===== config.mk =====
export PLATFORM = sky130hd
export DESIGN_NAME = shared_regs_channel_select
export DESIGN_NICKNAME = d
export VERILOG_FILES = /design/src/include/shared_regs_pkg.sv /design/src/design/irq_flag_bank.sv /design/src/design/shared_regs_channel_select.sv
export SDC_FILE = /design/constraint.sdc
export NUM_CORES = 1
export LEC_CHECK = 0
export BUFFER_PORTS_ARGS = -buffer_cell sky130_fd_sc_hd__buf_2
export CORE_UTILIZATION = 40
export CTS_CLUSTER_DIAMETER = 60
export DETAILED_ROUTE_END_ITERATION = 7
export HOLD_SLACK_MARGIN = 0.15
export PLACE_DENSITY = 0.64
export SLEW_MARGIN = 20
export SYNTH_ARGS = -nofsm -noshare
export SYNTH_HDL_FRONTEND = slang
export SYNTH_SLANG_ARGS = --single-unit

===== constraint.sdc =====
create_clock -name clk_sys -period 1.65 [get_ports clk_sys]
set_input_delay 0.0825 -clock clk_sys [delete_from_list [all_inputs] [get_ports clk_sys]]
set_output_delay 0.0825 -clock clk_sys [all_outputs]
set_load 0.01 [all_outputs]

===== src/include/shared_regs_pkg.sv =====
// Constants for the shared register bank and channel select steering.
// Assumes a byte-wide register port driven by the serial bus slave logic.
package shared_regs_pkg;

  localparam int          NUM_LANES        = 4;
  localparam int          LANE_SEL_W       = 2;

  // Offsets
  localparam logic [7:0]  ADDR_STRAP       = 8'h00;
  localparam logic [7:0]  ADDR_IDENT       = 8'h01;
  localparam logic [7:0]  ADDR_SPARE2      = 8'h02;
  localparam logic [7:0]  ADDR_SPARE3      = 8'h03;
  localparam logic [7:0]  ADDR_RSTCTL      = 8'h04;
  localparam logic [7:0]  ADDR_STATUS      = 8'h05;
  localparam logic [7:0]  ADDR_SPARE6      = 8'h06;
  localparam logic [7:0]  ADDR_SPARE7      = 8'h07;
  localparam logic [7:0]  ADDR_SELECT      = 8'hff;

  // Reset values
  localparam logic [7:0]  RST_RSTCTL       = 8'h01;
  localparam logic [7:0]  RST_STATUS_CFG   = 8'h00;
  localparam logic [7:0]  RST_SPARE        = 8'h00;
  localparam logic [7:0]  RST_SPARE7       = 8'h05;
  localparam logic [7:0]  RST_SELECT       = 8'h00;
  localparam logic [7:0]  READ_ZERO        = 8'h00;
  // Arbitrary identity value
  localparam logic [7:0]  IDENT_DEFAULT    = 8'h5a;

  // Bus address base
  localparam logic [6:0]  BUS_ADDR_BASE    = 7'h18;

  // Field positions
  localparam int          STRAP_LSB        = 4;
  localparam int          BIT_BANK_RESET   = 6;
  localparam int          BIT_MASTER_RESET = 5;
  localparam int          BIT_FORCE_LOAD   = 4;
  localparam int          BIT_CFG_DISABLE  = 7;
  localparam int          BIT_LOAD_DONE    = 4;
  localparam int          BIT_BROADCAST    = 3;
  localparam int          BIT_LANE_EN      = 2;

  // Writable masks
  localparam logic [7:0]  MASK_RSTCTL_RW   = 8'h9f;
  localparam logic [7:0]  MASK_STATUS_RW   = 8'he0;

endpackage : shared_regs_pkg


===== src/design/irq_flag_bank.sv =====
// Per-lane interrupt flags for the shared status register.
// Assumes lane interrupt sources are synchronous to clk_sys.
`timescale 1ns/1ps

module irq_flag_bank #(
  parameter int N = 4
) (
  input  wire logic         clk_sys,
  input  wire logic         rst,
  input  wire logic         clk_en,
  input  wire logic         clear_all,
  input  wire logic [N-1:0] irq_in,
  output logic      [N-1:0] flags
);

  // Set wins over a bank reset in the same cycle
  genvar g;
  generate
    for (g = 0; g < N; g++) begin : g_flag
      always_ff @(posedge clk_sys) begin
        if (rst) begin
          flags[g] <= 1'b0;
        end else if (clk_en) begin
          if (irq_in[g]) begin
            flags[g] <= 1'b1;
          end else if (clear_all) begin
            flags[g] <= 1'b0;
          end
        end
      end
    end
  endgenerate

endmodule : irq_flag_bank


===== src/design/shared_regs_channel_select.sv =====
// Shared register bank with channel select steering for a four-lane retimer.
// Assumes a single-cycle byte register port from the serial bus slave.
`timescale 1ns/1ps

module shared_regs_channel_select #(
  parameter int NUM_LANES = shared_regs_pkg::NUM_LANES
) (
  input  wire logic                 clk_sys,
  input  wire logic                 rst,
  input  wire logic                 clk_en,
  // Straps, sampled through two flops
  input  wire logic [3:0]           strap_addr,
  // Register port
  input  wire logic                 reg_wr,
  input  wire logic                 reg_rd,
  input  wire logic [7:0]           reg_addr,
  input  wire logic [7:0]           reg_wdata,
  output logic      [7:0]           reg_rdata,
  output logic      [6:0]           bus_addr,
  // Lane register sets
  output logic      [NUM_LANES-1:0] lane_wr,
  output logic                      lane_rd,
  output logic      [1:0]           lane_rd_sel,
  output logic      [7:0]           lane_addr,
  output logic      [7:0]           lane_wdata,
  input  wire logic [7:0]           lane_rdata,
  // Lane interrupts and config engine
  input  wire logic [NUM_LANES-1:0] lane_irq,
  input  wire logic                 cfg_load_done,
  output logic                      config_master_reset,
  output logic                      force_config_load,
  output logic                      cfg_load_enable
);

  ////////////////////////////////////////////////////////////////////////
  // Strap synchroniser

  logic [3:0] strap_meta_r;
  logic [3:0] strap_r;

  always_ff @(posedge clk_sys) begin
    if (rst) begin
      strap_meta_r <= 4'h0;
      strap_r      <= 4'h0;
    end else if (clk_en) begin
      strap_meta_r <= strap_addr;
      strap_r      <= strap_meta_r;
    end
  end

  assign bus_addr = shared_regs_pkg::BUS_ADDR_BASE + {3'h0, strap_r};

  ////////////////////////////////////////////////////////////////////////
  // Done flag synchroniser: the config engine may run on its own clock

  logic done_meta_r;
  logic done_r;

  always_ff @(posedge clk_sys) begin
    if (rst) begin
      done_meta_r <= 1'b1;
      done_r      <= 1'b1;
    end else if (clk_en) begin
      done_meta_r <= cfg_load_done;
      done_r      <= done_meta_r;
    end
  end

  ////////////////////////////////////////////////////////////////////////
  // Address decode

  logic [7:0] select_r;
  logic [7:0] rstctl_r;
  logic [7:0] status_cfg_r;
  logic [7:0] spare2_r;
  logic [7:0] spare6_r;
  logic [7:0] spare7_r;
  logic       bank_reset_r;
  logic       master_reset_r;

  wire        hit_select   = (reg_addr == shared_regs_pkg::ADDR_SELECT);
  wire        lane_mode    = select_r[shared_regs_pkg::BIT_LANE_EN];
  wire        broadcast    = select_r[shared_regs_pkg::BIT_BROADCAST];
  wire [1:0]  lane_sel     = select_r[1:0];
  wire        to_lanes     = lane_mode && !hit_select;
  wire        shared_wr    = reg_wr && !to_lanes;
  wire        wr_select    = reg_wr && hit_select;
  wire        wr_rstctl    = shared_wr && (reg_addr == shared_regs_pkg::ADDR_RSTCTL);
  wire        wr_status    = shared_wr && (reg_addr == shared_regs_pkg::ADDR_STATUS);
  wire        wr_spare2    = shared_wr && (reg_addr == shared_regs_pkg::ADDR_SPARE2);
  wire        wr_spare6    = shared_wr && (reg_addr == shared_regs_pkg::ADDR_SPARE6);
  wire        wr_spare7    = shared_wr && (reg_addr == shared_regs_pkg::ADDR_SPARE7);
  wire        do_bank_rst  = wr_rstctl && reg_wdata[shared_regs_pkg::BIT_BANK_RESET];

  ////////////////////////////////////////////////////////////////////////
  // Lane write fan-out

  function automatic logic [NUM_LANES-1:0] lane_onehot(input logic [1:0] sel);
    logic [NUM_LANES-1:0] v;
    v = '0;
    v[sel] = 1'b1;
    return v;
  endfunction : lane_onehot

  wire lane_wr_go = reg_wr && to_lanes && clk_en;

  assign lane_wr     = !lane_wr_go ? '0 :
                       broadcast   ? '1 :
                                     lane_onehot(lane_sel);
  assign lane_rd     = reg_rd && to_lanes && clk_en;
  assign lane_rd_sel = lane_sel;
  assign lane_addr   = reg_addr;
  assign lane_wdata  = reg_wdata;

  ////////////////////////////////////////////////////////////////////////
  // Shared registers

  // Select register is not cleared by the bank reset so steering is kept
  always_ff @(posedge clk_sys) begin
    if (rst) begin
      select_r <= shared_regs_pkg::RST_SELECT;
    end else if (clk_en && wr_select) begin
      select_r <= reg_wdata;
    end
  end

  wire [7:0] rstctl_nxt = (rstctl_r & ~shared_regs_pkg::MASK_RSTCTL_RW)
                        | (reg_wdata & shared_regs_pkg::MASK_RSTCTL_RW);
  wire [7:0] status_nxt = (status_cfg_r & ~shared_regs_pkg::MASK_STATUS_RW)
                        | (reg_wdata & shared_regs_pkg::MASK_STATUS_RW);

  always_ff @(posedge clk_sys) begin
    if (rst || (clk_en && bank_reset_r)) begin
      rstctl_r     <= shared_regs_pkg::RST_RSTCTL;
      status_cfg_r <= shared_regs_pkg::RST_STATUS_CFG;
      spare2_r     <= shared_regs_pkg::RST_SPARE;
      spare6_r     <= shared_regs_pkg::RST_SPARE;
      spare7_r     <= shared_regs_pkg::RST_SPARE7;
    end else if (clk_en) begin
      if (wr_rstctl) begin
        rstctl_r <= rstctl_nxt;
      end
      if (wr_status) begin
        status_cfg_r <= status_nxt;
      end
      if (wr_spare2) begin
        spare2_r <= reg_wdata;
      end
      if (wr_spare6) begin
        spare6_r <= reg_wdata;
      end
      if (wr_spare7) begin
        spare7_r <= reg_wdata;
      end
    end
  end

  // Self-clearing strobes: one cycle each
  always_ff @(posedge clk_sys) begin
    if (rst) begin
      bank_reset_r   <= 1'b0;
      master_reset_r <= 1'b0;
    end else if (clk_en) begin
      bank_reset_r   <= do_bank_rst;
      master_reset_r <= wr_rstctl && reg_wdata[shared_regs_pkg::BIT_MASTER_RESET];
    end
  end

  assign config_master_reset = master_reset_r;
  assign force_config_load   = rstctl_r[shared_regs_pkg::BIT_FORCE_LOAD];
  assign cfg_load_enable     = !status_cfg_r[shared_regs_pkg::BIT_CFG_DISABLE];

  ////////////////////////////////////////////////////////////////////////
  // Interrupt flags

  logic [NUM_LANES-1:0] irq_flags;

  irq_flag_bank #(
    .N (NUM_LANES)
  ) u_irq (
    .clk_sys   (clk_sys),
    .rst       (rst),
    .clk_en    (clk_en),
    .clear_all (bank_reset_r),
    .irq_in    (lane_irq),
    .flags     (irq_flags)
  );

  // Lane 0 sits in bit 3, lane 3 in bit 0
  logic [3:0] irq_view;
  genvar gi;
  generate
    for (gi = 0; gi < NUM_LANES; gi++) begin : g_irq_view
      assign irq_view[3-gi] = irq_flags[gi];
    end
  endgenerate

  ////////////////////////////////////////////////////////////////////////
  // Read mux: registered data, one cycle after the read strobe

  wire [7:0] strap_view  = {strap_r, 4'h0};
  wire [7:0] status_view = {status_cfg_r[7:5], done_r, irq_view};
  wire [7:0] shared_rd_val =
    (reg_addr == shared_regs_pkg::ADDR_STRAP)  ? strap_view :
    (reg_addr == shared_regs_pkg::ADDR_IDENT)  ? shared_regs_pkg::IDENT_DEFAULT :
    (reg_addr == shared_regs_pkg::ADDR_SPARE2) ? spare2_r :
    (reg_addr == shared_regs_pkg::ADDR_RSTCTL) ? rstctl_r :
    (reg_addr == shared_regs_pkg::ADDR_STATUS) ? status_view :
    (reg_addr == shared_regs_pkg::ADDR_SPARE6) ? spare6_r :
    (reg_addr == shared_regs_pkg::ADDR_SPARE7) ? spare7_r :
                                                 shared_regs_pkg::READ_ZERO;
  // Select register reads as zero; host must not rely on it
  wire [7:0] rd_val = hit_select ? shared_regs_pkg::READ_ZERO :
                      to_lanes   ? lane_rdata : shared_rd_val;

  always_ff @(posedge clk_sys) begin
    if (rst) begin
      reg_rdata <= shared_regs_pkg::READ_ZERO;
    end else if (clk_en && reg_rd) begin
      reg_rdata <= rd_val;
    end
  end

endmodule : shared_regs_channel_select


# == Word-level counts from Yosys, hierarchy flattened ==
# Index checks and enable logic that the tools add are counted.
# Widths: inputs -> output; s select.
# word_totals
word_cells,83
in_bits,38
ff_bits,68
# op_classes
addsub,1
muxes,18
eq_ne,7
reduce_logical,36
magnitude_cmp,2
bitwise,2
# ops
cell,n
$mux 8,9
$eq 8x3->1 const B,4
$logic_and 1x1->1,18
$reduce_and 2->1,9
$eq 8x1->1 const B,1
$eq 8x2->1 const B,1
$eq 8x8->1 const B,1
$logic_not 8->1,1
$mux 4,2
$or 5x8->8,1
$or 7x8->8,1
$reduce_bool 2->1,4
$add 5x4->6 const A,1
$mux 1,6
$logic_not 1->1,3
$lt 2x3->1 const B,1
$demux 1 s2,1
$ge 2x1->1 const B,1
$logic_or 1x1->1,1

# == Depth between registers and ports, before layout ==
# Gate-level depths: netlist of the first run.
# depth
depth_word,10
mapped_depth,8

# == By module ==
# A second synthesis of the first run with hierarchy kept.
# unflattened
cells_unflattened,361
area_unflattened_um2,3052.9
# modules_own_cells
mod,seq_area_each_um2,instances,area_each_um2,cells_per_inst
shared_regs_channel_select,1141.1,1,2896.5,344
irq_flag_bank,80.1,1,156.4,17

# == Worst setup path before layout of the first run ==
# Ideal clock, no wire load.
# synth_timing
kind,input-to-reg
startpoint,input reg_addr[5]
endpoint,register spare7_r[5]
setup_ns,0.117
t_required_ns,1.533
path_stages,7
path_slack_ns,-0.143
arrival_ns,1.676
cell_sequence,nor4_2 -> nand2_1 -> or4_1 -> clkbuf_1 -> buf_2 -> nand3_1 -> o21ai_1
# synth_between
elab_chain_len,7
elab_cells_between_ends,8
cone_classes,2 x eq/ne; 6 x reduce/logical
# synth_rtl
item,line_no,text
start: declaration,shared_regs_channel_select.sv:16,"input wire logic [7:0] reg_addr,"
$eq 8x8->1,shared_regs_channel_select.sv:81,wire hit_select = (reg_addr == shared_regs_pkg::ADDR_SELECT);
$logic_not 1->1,shared_regs_channel_select.sv:85,wire to_lanes = lane_mode && !hit_select;
$logic_and 1x1->1,shared_regs_channel_select.sv:85,
$logic_not 1->1,shared_regs_channel_select.sv:86,wire shared_wr = reg_wr && !to_lanes;
$logic_and 1x1->1,shared_regs_channel_select.sv:86,
$logic_and 1x1->1 *,shared_regs_channel_select.sv:92,wire wr_spare7 = shared_wr && (reg_addr == shared_regs_pkg::ADDR_SPARE7);
$reduce_and 2->1 (no source line) *,n/a,
end signal: assignment,shared_regs_channel_select.sv:138,spare7_r <= shared_regs_pkg::RST_SPARE7;
end signal: assignment,shared_regs_channel_select.sv:153,spare7_r <= reg_wdata;
end: declaration,shared_regs_channel_select.sv:77,logic [7:0] spare7_r;
# Every way passes the cells marked *; elsewhere a longest branch is shown, timed or not.
# A chain may end at the register's enable or synchronous reset.

# == Worst setup path in the final report of the first run ==
# layout_timing
startpoint,register u_irq.flags[1]
endpoint,register reg_rdata[2]
# layout_between
elab_chain_len,7
# layout_rtl
item,line_no,text
start: declaration,irq_flag_bank.sv:13,output logic [N-1:0] flags
start signal: indexed assignment,irq_flag_bank.sv:22,flags[g] <= 1'b0;
start signal: indexed assignment,irq_flag_bank.sv:25,flags[g] <= 1'b1;
start signal: indexed assignment,irq_flag_bank.sv:27,flags[g] <= 1'b0;
$mux 8,shared_regs_channel_select.sv:208,(reg_addr == shared_regs_pkg::ADDR_STATUS) ? status_view :
$mux 8,shared_regs_channel_select.sv:207,(reg_addr == shared_regs_pkg::ADDR_RSTCTL) ? rstctl_r :
$mux 8,shared_regs_channel_select.sv:206,(reg_addr == shared_regs_pkg::ADDR_SPARE2) ? spare2_r :
$mux 8,shared_regs_channel_select.sv:205,(reg_addr == shared_regs_pkg::ADDR_IDENT) ? shared_regs_pkg::IDENT_DEFAULT :
$mux 8,shared_regs_channel_select.sv:204,(reg_addr == shared_regs_pkg::ADDR_STRAP) ? strap_view :
$mux 8,shared_regs_channel_select.sv:214,to_lanes ? lane_rdata : shared_rd_val;
$mux 8,shared_regs_channel_select.sv:213,wire [7:0] rd_val = hit_select ? shared_regs_pkg::READ_ZERO :
end signal: assignment,shared_regs_channel_select.sv:218,reg_rdata <= shared_regs_pkg::READ_ZERO;
end signal: assignment,shared_regs_channel_select.sv:220,reg_rdata <= rd_val;
end: declaration,shared_regs_channel_select.sv:18,"output logic [7:0] reg_rdata,"
# Every way passes these cells.

==> flow_summary.json, run 1 <==
{
  "placementRows": 32,
  "dieArea_um2": 8302,
  "ir_worst_vdd_v": 0.0006316,
  "drc": 0,
  "hold_path.class": "input pin to flip-flop",
  "clkTransAtPathRegs_ps": 80,
  "power_density_nw_per_um2": 791.1,
  "status": "finished clean",
  "fin_cells": 615,
  "drtIter0Drc": 246,
  "setup_violations": 0,
  "antenna_found_initial": 0,
  "p_leak_nw": 1.712,
  "initial_core_util_pct": 41.32,
  "final_hold_viol_count": 0,
  "root_buffer": "clkbuf_8",
  "post-dp-hpwl_um": 6930,
  "grtUsageMet2_pct": 40.85,
  "io-pin-count": 79,
  "path_class": "flip-flop to flip-flop",
  "grt_pass1_wl_um": 15610,
  "cts_made_buffers": 9,
  "grt_max_degree": 54,
  "cap_violations": 0,
  "grt_use_total_pct": 24.41,
  "gr-total-overflow": 0,
  "antenna_cells": 0,
  "via_per_inst": 5.195,
  "grt_use_met1_pct": 30.95,
  "synthesis.area_um2": 3177,
  "cp.arrival_ps": 1820,
  "clock.fmax_mhz": 647.7,
  "post_cts.repair.setup_buffers": 0,
  "portBuffers": 77,
  "gp_congestion": 0.9192,
  "slew_violations": 0,
  "wl_per_cell_um": 16.00,
  "synth_top_area_share_pct": 38.44,
  "layout_commonest_cell": "buf_2",
  "fin_hold_ws_ps": 218.6,
  "synth_fp_nets": 433,
  "crit_fanout": 2,
  "yosysTopAreaCell": "dfxtp_1",
  "synth_area_leaders": "dfxtp_1 38%, mux2i_1 6.0%, nand2_1 5.8%, nand3_1 5.5%, buf_4 5.0%",
  "dp_slack_ps": -136.6,
  "multiInputGateArea_um2": 1639,
  "cp-start-kind": "flip-flop",
  "cts.htree.levels": 3,
  "synth_cell_types": 49,
  "clock_latency_ps": 350,
  "finalPower_mw": 3.381,
  "fillers": 741,
  "critPathCaptureType": "flip-flop",
  "regArea_um2": 1224,
  "final_nets": 546,
  "cts_sinks": 61,
  "synthArstFlopShare_pct": 0,
  "layout-drive-gt1-share_pct": 29.63,
  "fin_crit_ps": 1544,
  "grt_util_met3_pct": 3.936,
  "fin_setup_tns_ps": 0,
  "synth_seq_cells": 61,
  "final_cell_mix": "77 x buf_2, 59 x dfxtp_1, 49 x nand2_1",
  "grt_pass1_vias": 2975,
  "final_core_util_pct": 55.60,
  "core_area_um2": 7687,
  "syn_area_per_cell_um2": 8.043,
  "final.setup.worst_slack_ps": 106.0,
  "period_share_pct": 93.58,
  "ff2ff_setup_slack_ps": 110,
  "clockBufferDepth": 2,
  "place_area_um2": 3776,
  "place_inst": 571,
  "via_count": 3195,
  "yosysWarnings": 0,
  "grt_busiest_layer": "met2",
  "synth-edff-count": 0,
  "drt-total-wl_um": 9841,
  "die_y_um": 91.12,
  "syn2layout_area_growth_pct": 34.54,
  "ys_seq_area_share_pct": 38.44,
  "rsz0062_at_grt": "no",
  "finClkSkew_ps": 11.81,
  "drt-pass1-iter-count": 4,
  "synth_flop_cell": "dfxtp_1",
  "die_w_um": 91.12,
  "syn_inst": 395,
  "drtAntennaViolNets": 0,
  "required_ps": 1920,
  "cts_tree": "built",
  "stdcell_area_um2": 4274
}
## kinds of logic after synthesis
| kind of cell | after synthesis | share of synthesized area, % |
|---|---|---|
| muxes | 20 | 6.341 |
| and+or+nand+nor | 168 | 25.68 |
| other | 1 | 0.1180 |
| DFF | 61 | 38.44 |
| AOI/OAI and AO/OA | 92 | 18.71 |
| buffers and inverters | 53 | 10.71 |
## area by class of cell
| type | count | area share [%] |
|---|---|---|
| Clock buffer | 10 | 2.986 |
| Clock inverter | 6 | 2.049 |
| Inverter | 6 | 0.5269 |
| Multi-Input combinational cell | 281 | 38.35 |
| Sequential cell | 61 | 28.63 |
| Tap cell | 102 | 2.986 |
| Timing Repair Buffer | 149 | 24.47 |
## power by group
| part | switching (mW) | internal (mW) |
|---|---|---|
| Sequential | 0.0144 | 1.49 |
| Combinational | 0.222 | 0.198 |
| Clock | 0.607 | 0.847 |
| Total | 0.843 | 2.54 |
## cells in the mapped netlist (2+ instances only)
| cell | instances |
|---|---|
| nand4_1 | 5 |
| o21ai_1 | 7 |
| clkbuf_8 | 2 |
| a22o_1 | 2 |
| o31ai_1 | 2 |
| mux2i_1 | 19 |
| nand2_1 | 49 |
| o21ai_0 | 31 |
| clkbuf_1 | 12 |
| a32oi_1 | 2 |
| a21oi_1 | 20 |
| a22oi_1 | 7 |
| or4_1 | 3 |
| buf_6 | 5 |
| a31o_2 | 2 |
| nor2b_1 | 12 |
| a32o_1 | 2 |
| nor2_1 | 34 |
| nand3_1 | 35 |
| buf_4 | 21 |
| nor3_1 | 13 |
| and3_1 | 2 |
| and2_1 | 2 |
| a211o_1 | 2 |
| buf_1 | 3 |
| nand2b_1 | 6 |
| a221oi_1 | 2 |
| nor4_2 | 2 |
| dfxtp_1 | 61 |
| buf_2 | 4 |
| a211oi_1 | 2 |
| o211ai_1 | 2 |
| inv_1 | 6 |
## metal layers
metal  share of wire [%]  up-vias  wire [um]
met2                  48      102       4749
met3                 4.8       15        471
met1                  45     1477       4435
met5                   0        -          0
met4                 1.9        0        185
li1                    -     1601          -
## registers in the layout (all words and copies together) (netlist names), 4 cells and up
| register | flops |
|---|---|
| reg_rdata | 8 |
| spare2_r | 8 |
| spare6_r | 8 |
| spare7_r | 8 |
| rstctl_r | 6 |
| select_r | 4 |
| strap_meta_r | 4 |
| strap_r | 4 |
| u_irq.flags | 4 |
## worst paths after layout
kind,to,from,cells past startpoint
max,reg_rdata[2],u_irq.flags[1],5
min,done_meta_r,clk_en,3
max reg2reg,reg_rdata[2],u_irq.flags[1],5
min reg2reg,reg_rdata[6],reg_rdata[6],2
## worst max-delay path, cell delays in order (launching register included)
cell	delay (ps)
dfxtp_2	340
o21ai_1	100
a2111oi_4	330
o21ai_1	90
or4_1	480
a31oi_1	130
## what timing repair did
action                                 4_1_cts  5_1_grt
gates resized for setup                      0        3
endpoints found under the hold margin       54        0
hold buffers                                28        0
setup endpoints to repair                    0        3
Power figures use the tool's default switching activity.
==> run 2: changes to the inputs <==
--- a/config.mk
+++ b/config.mk
@@ -5,10 +5,11 @@
 export SDC_FILE = /design/constraint.sdc
 export NUM_CORES = 1
 export LEC_CHECK = 0
-export BUFFER_PORTS_ARGS = -buffer_cell sky130_fd_sc_hd__buf_2
+export BUFFER_PORTS_ARGS = -buffer_cell sky130_fd_sc_hd__clkbuf_2
 export CORE_UTILIZATION = 40
 export CTS_CLUSTER_DIAMETER = 60
 export DETAILED_ROUTE_END_ITERATION = 7
+export GPL_TIMING_DRIVEN = 0
 export HOLD_SLACK_MARGIN = 0.15
 export PLACE_DENSITY = 0.64
 export SLEW_MARGIN = 20
==> flow_summary.json, run 2 (synthesis results as in run 1) <==
{
  "hold_path.class": "input pin to flip-flop",
  "cts_made_buffers": 9,
  "drc": 0,
  "final_cell_mix": "75 x clkbuf_2, 59 x dfxtp_1, 48 x nand2_1",
  "final_hold_viol_count": 0,
  "portBuffers": 73,
  "clock.fmax_mhz": 628.1,
  "p_leak_nw": 1.693,
  "dp_slack_ps": -501.1,
  "tightest_slew_ps": 671.1,
  "syn2layout_area_growth_pct": 35.57,
  "gr-total-overflow": 0,
  "power_density_nw_per_um2": 796.6,
  "fin_hold_ws_ps": 201.9,
  "period_share_pct": 96.49,
  "multiInputGateArea_um2": 1695,
  "core_area_um2": 7687,
  "status": "finished clean",
  "grt_pass1_vias": 2949,
  "fillers": 728,
  "die_w_um": 91.12,
  "via_per_inst": 5.298,
  "crit_fanout": 7,
  "finClkSkew_ps": 9.135,
  "clock_latency_ps": 350,
  "place_area_um2": 3696,
  "layout_commonest_cell": "clkbuf_2",
  "cp.arrival_ps": 1800,
  "drtIter0Drc": 246,
  "finalPower_mw": 3.431,
  "slew_violations": 0,
  "antenna_found_initial": 0,
  "cts_sinks": 61,
  "post-dp-hpwl_um": 6820,
  "critPathCaptureType": "flip-flop",
  "cp-start-kind": "flip-flop",
  "io-pin-count": 79,
  "cts.htree.levels": 3,
  "regArea_um2": 1224,
  "fin_crit_ps": 1592,
  "placementRows": 32,
  "place_inst": 570,
  "wl_per_cell_um": 15.50,
  "via_count": 3274,
  "final.setup.worst_slack_ps": 57.96,
  "root_buffer": "clkbuf_8",
  "grt_use_total_pct": 23.56,
  "final_core_util_pct": 56.02,
  "cap_violations": 0,
  "clkTransAtPathRegs_ps": 70,
  "stdcell_area_um2": 4307,
  "rsz0062_at_grt": "no",
  "fin_setup_tns_ps": 0,
  "initial_core_util_pct": 41.32,
  "required_ps": 1860,
  "final_nets": 549,
  "clockBufferDepth": 2,
  "ir_worst_vdd_v": 0.0005392,
  "drtAntennaViolNets": 0,
  "layout-drive-gt1-share_pct": 29.07,
  "slew_headroom_pct": 54.91,
  "die_y_um": 91.12,
  "drt-total-wl_um": 9579,
  "path_class": "flip-flop to flip-flop",
  "grt_pass1_wl_um": 15080,
  "dieArea_um2": 8302,
  "antenna_cells": 0,
  "drt-pass1-iter-count": 5,
  "grt_max_degree": 12,
  "gp_congestion": 0.8918,
  "cts_tree": "built",
  "fin_cells": 618,
  "setup_violations": 0
}
==> run 2: final timing paths <==
check,from,to,slack [ps],cells after the start
hold reg to reg,spare2_r[7],spare2_r[7],460,2
setup reg to reg,select_r[2],status_cfg_r[6],60,5
setup / recovery,select_r[2],status_cfg_r[6],60,5
hold / removal,rst,reg_rdata[1],200,4
==> run 2: repair_timing <==
item | CTS | global route
endpoints found under the setup margin | 28 | 33
hold buffers | 30 | 0
resized for setup | 11 | 10
pin swaps | 0 | 3
endpoints found under the hold margin | 54 | 0
buffers inserted | 0 | 4
==> run 2: layout make-up <==
cell class | count | share of cell area (%)
Buffer | 45 | 7.379
Clock buffer | 10 | 3.196
Clock inverter | 6 | 2.005
Inverter | 6 | 0.5230
Multi-Input combinational cell | 281 | 39.37
Sequential cell | 61 | 28.41
Tap cell | 102 | 2.963
Timing Repair Buffer | 107 | 16.15
==> run 2: power by group <==
part,switching [mW],leakage [nW],internal (mW)
Combinational,0.228,1.09,0.196
Clock,0.612,0.112,0.888
Sequential,0.0138,0.495,1.49
==> run 2: critical path: stages, from the launching register on <==
cell and delay [ps]:
dfxtp_2 340, o21a_4 150, buf_4 160, nor4b_4 510, mux2i_1 240, nor2_1 50
==> run 2: metal layers <==
| metal | vias up | share of wire (%) | track usage [%] |
|---|---|---|---|
| li1 | 1612 | - | - |
| met1 | 1498 | 45 | 31.65 |
| met4 | 0 | 1.8 | 7.937 |
| met3 | 18 | 6.6 | 5.528 |
| met2 | 146 | 46 | 37.06 |
| met5 | - | 0 | 0 |
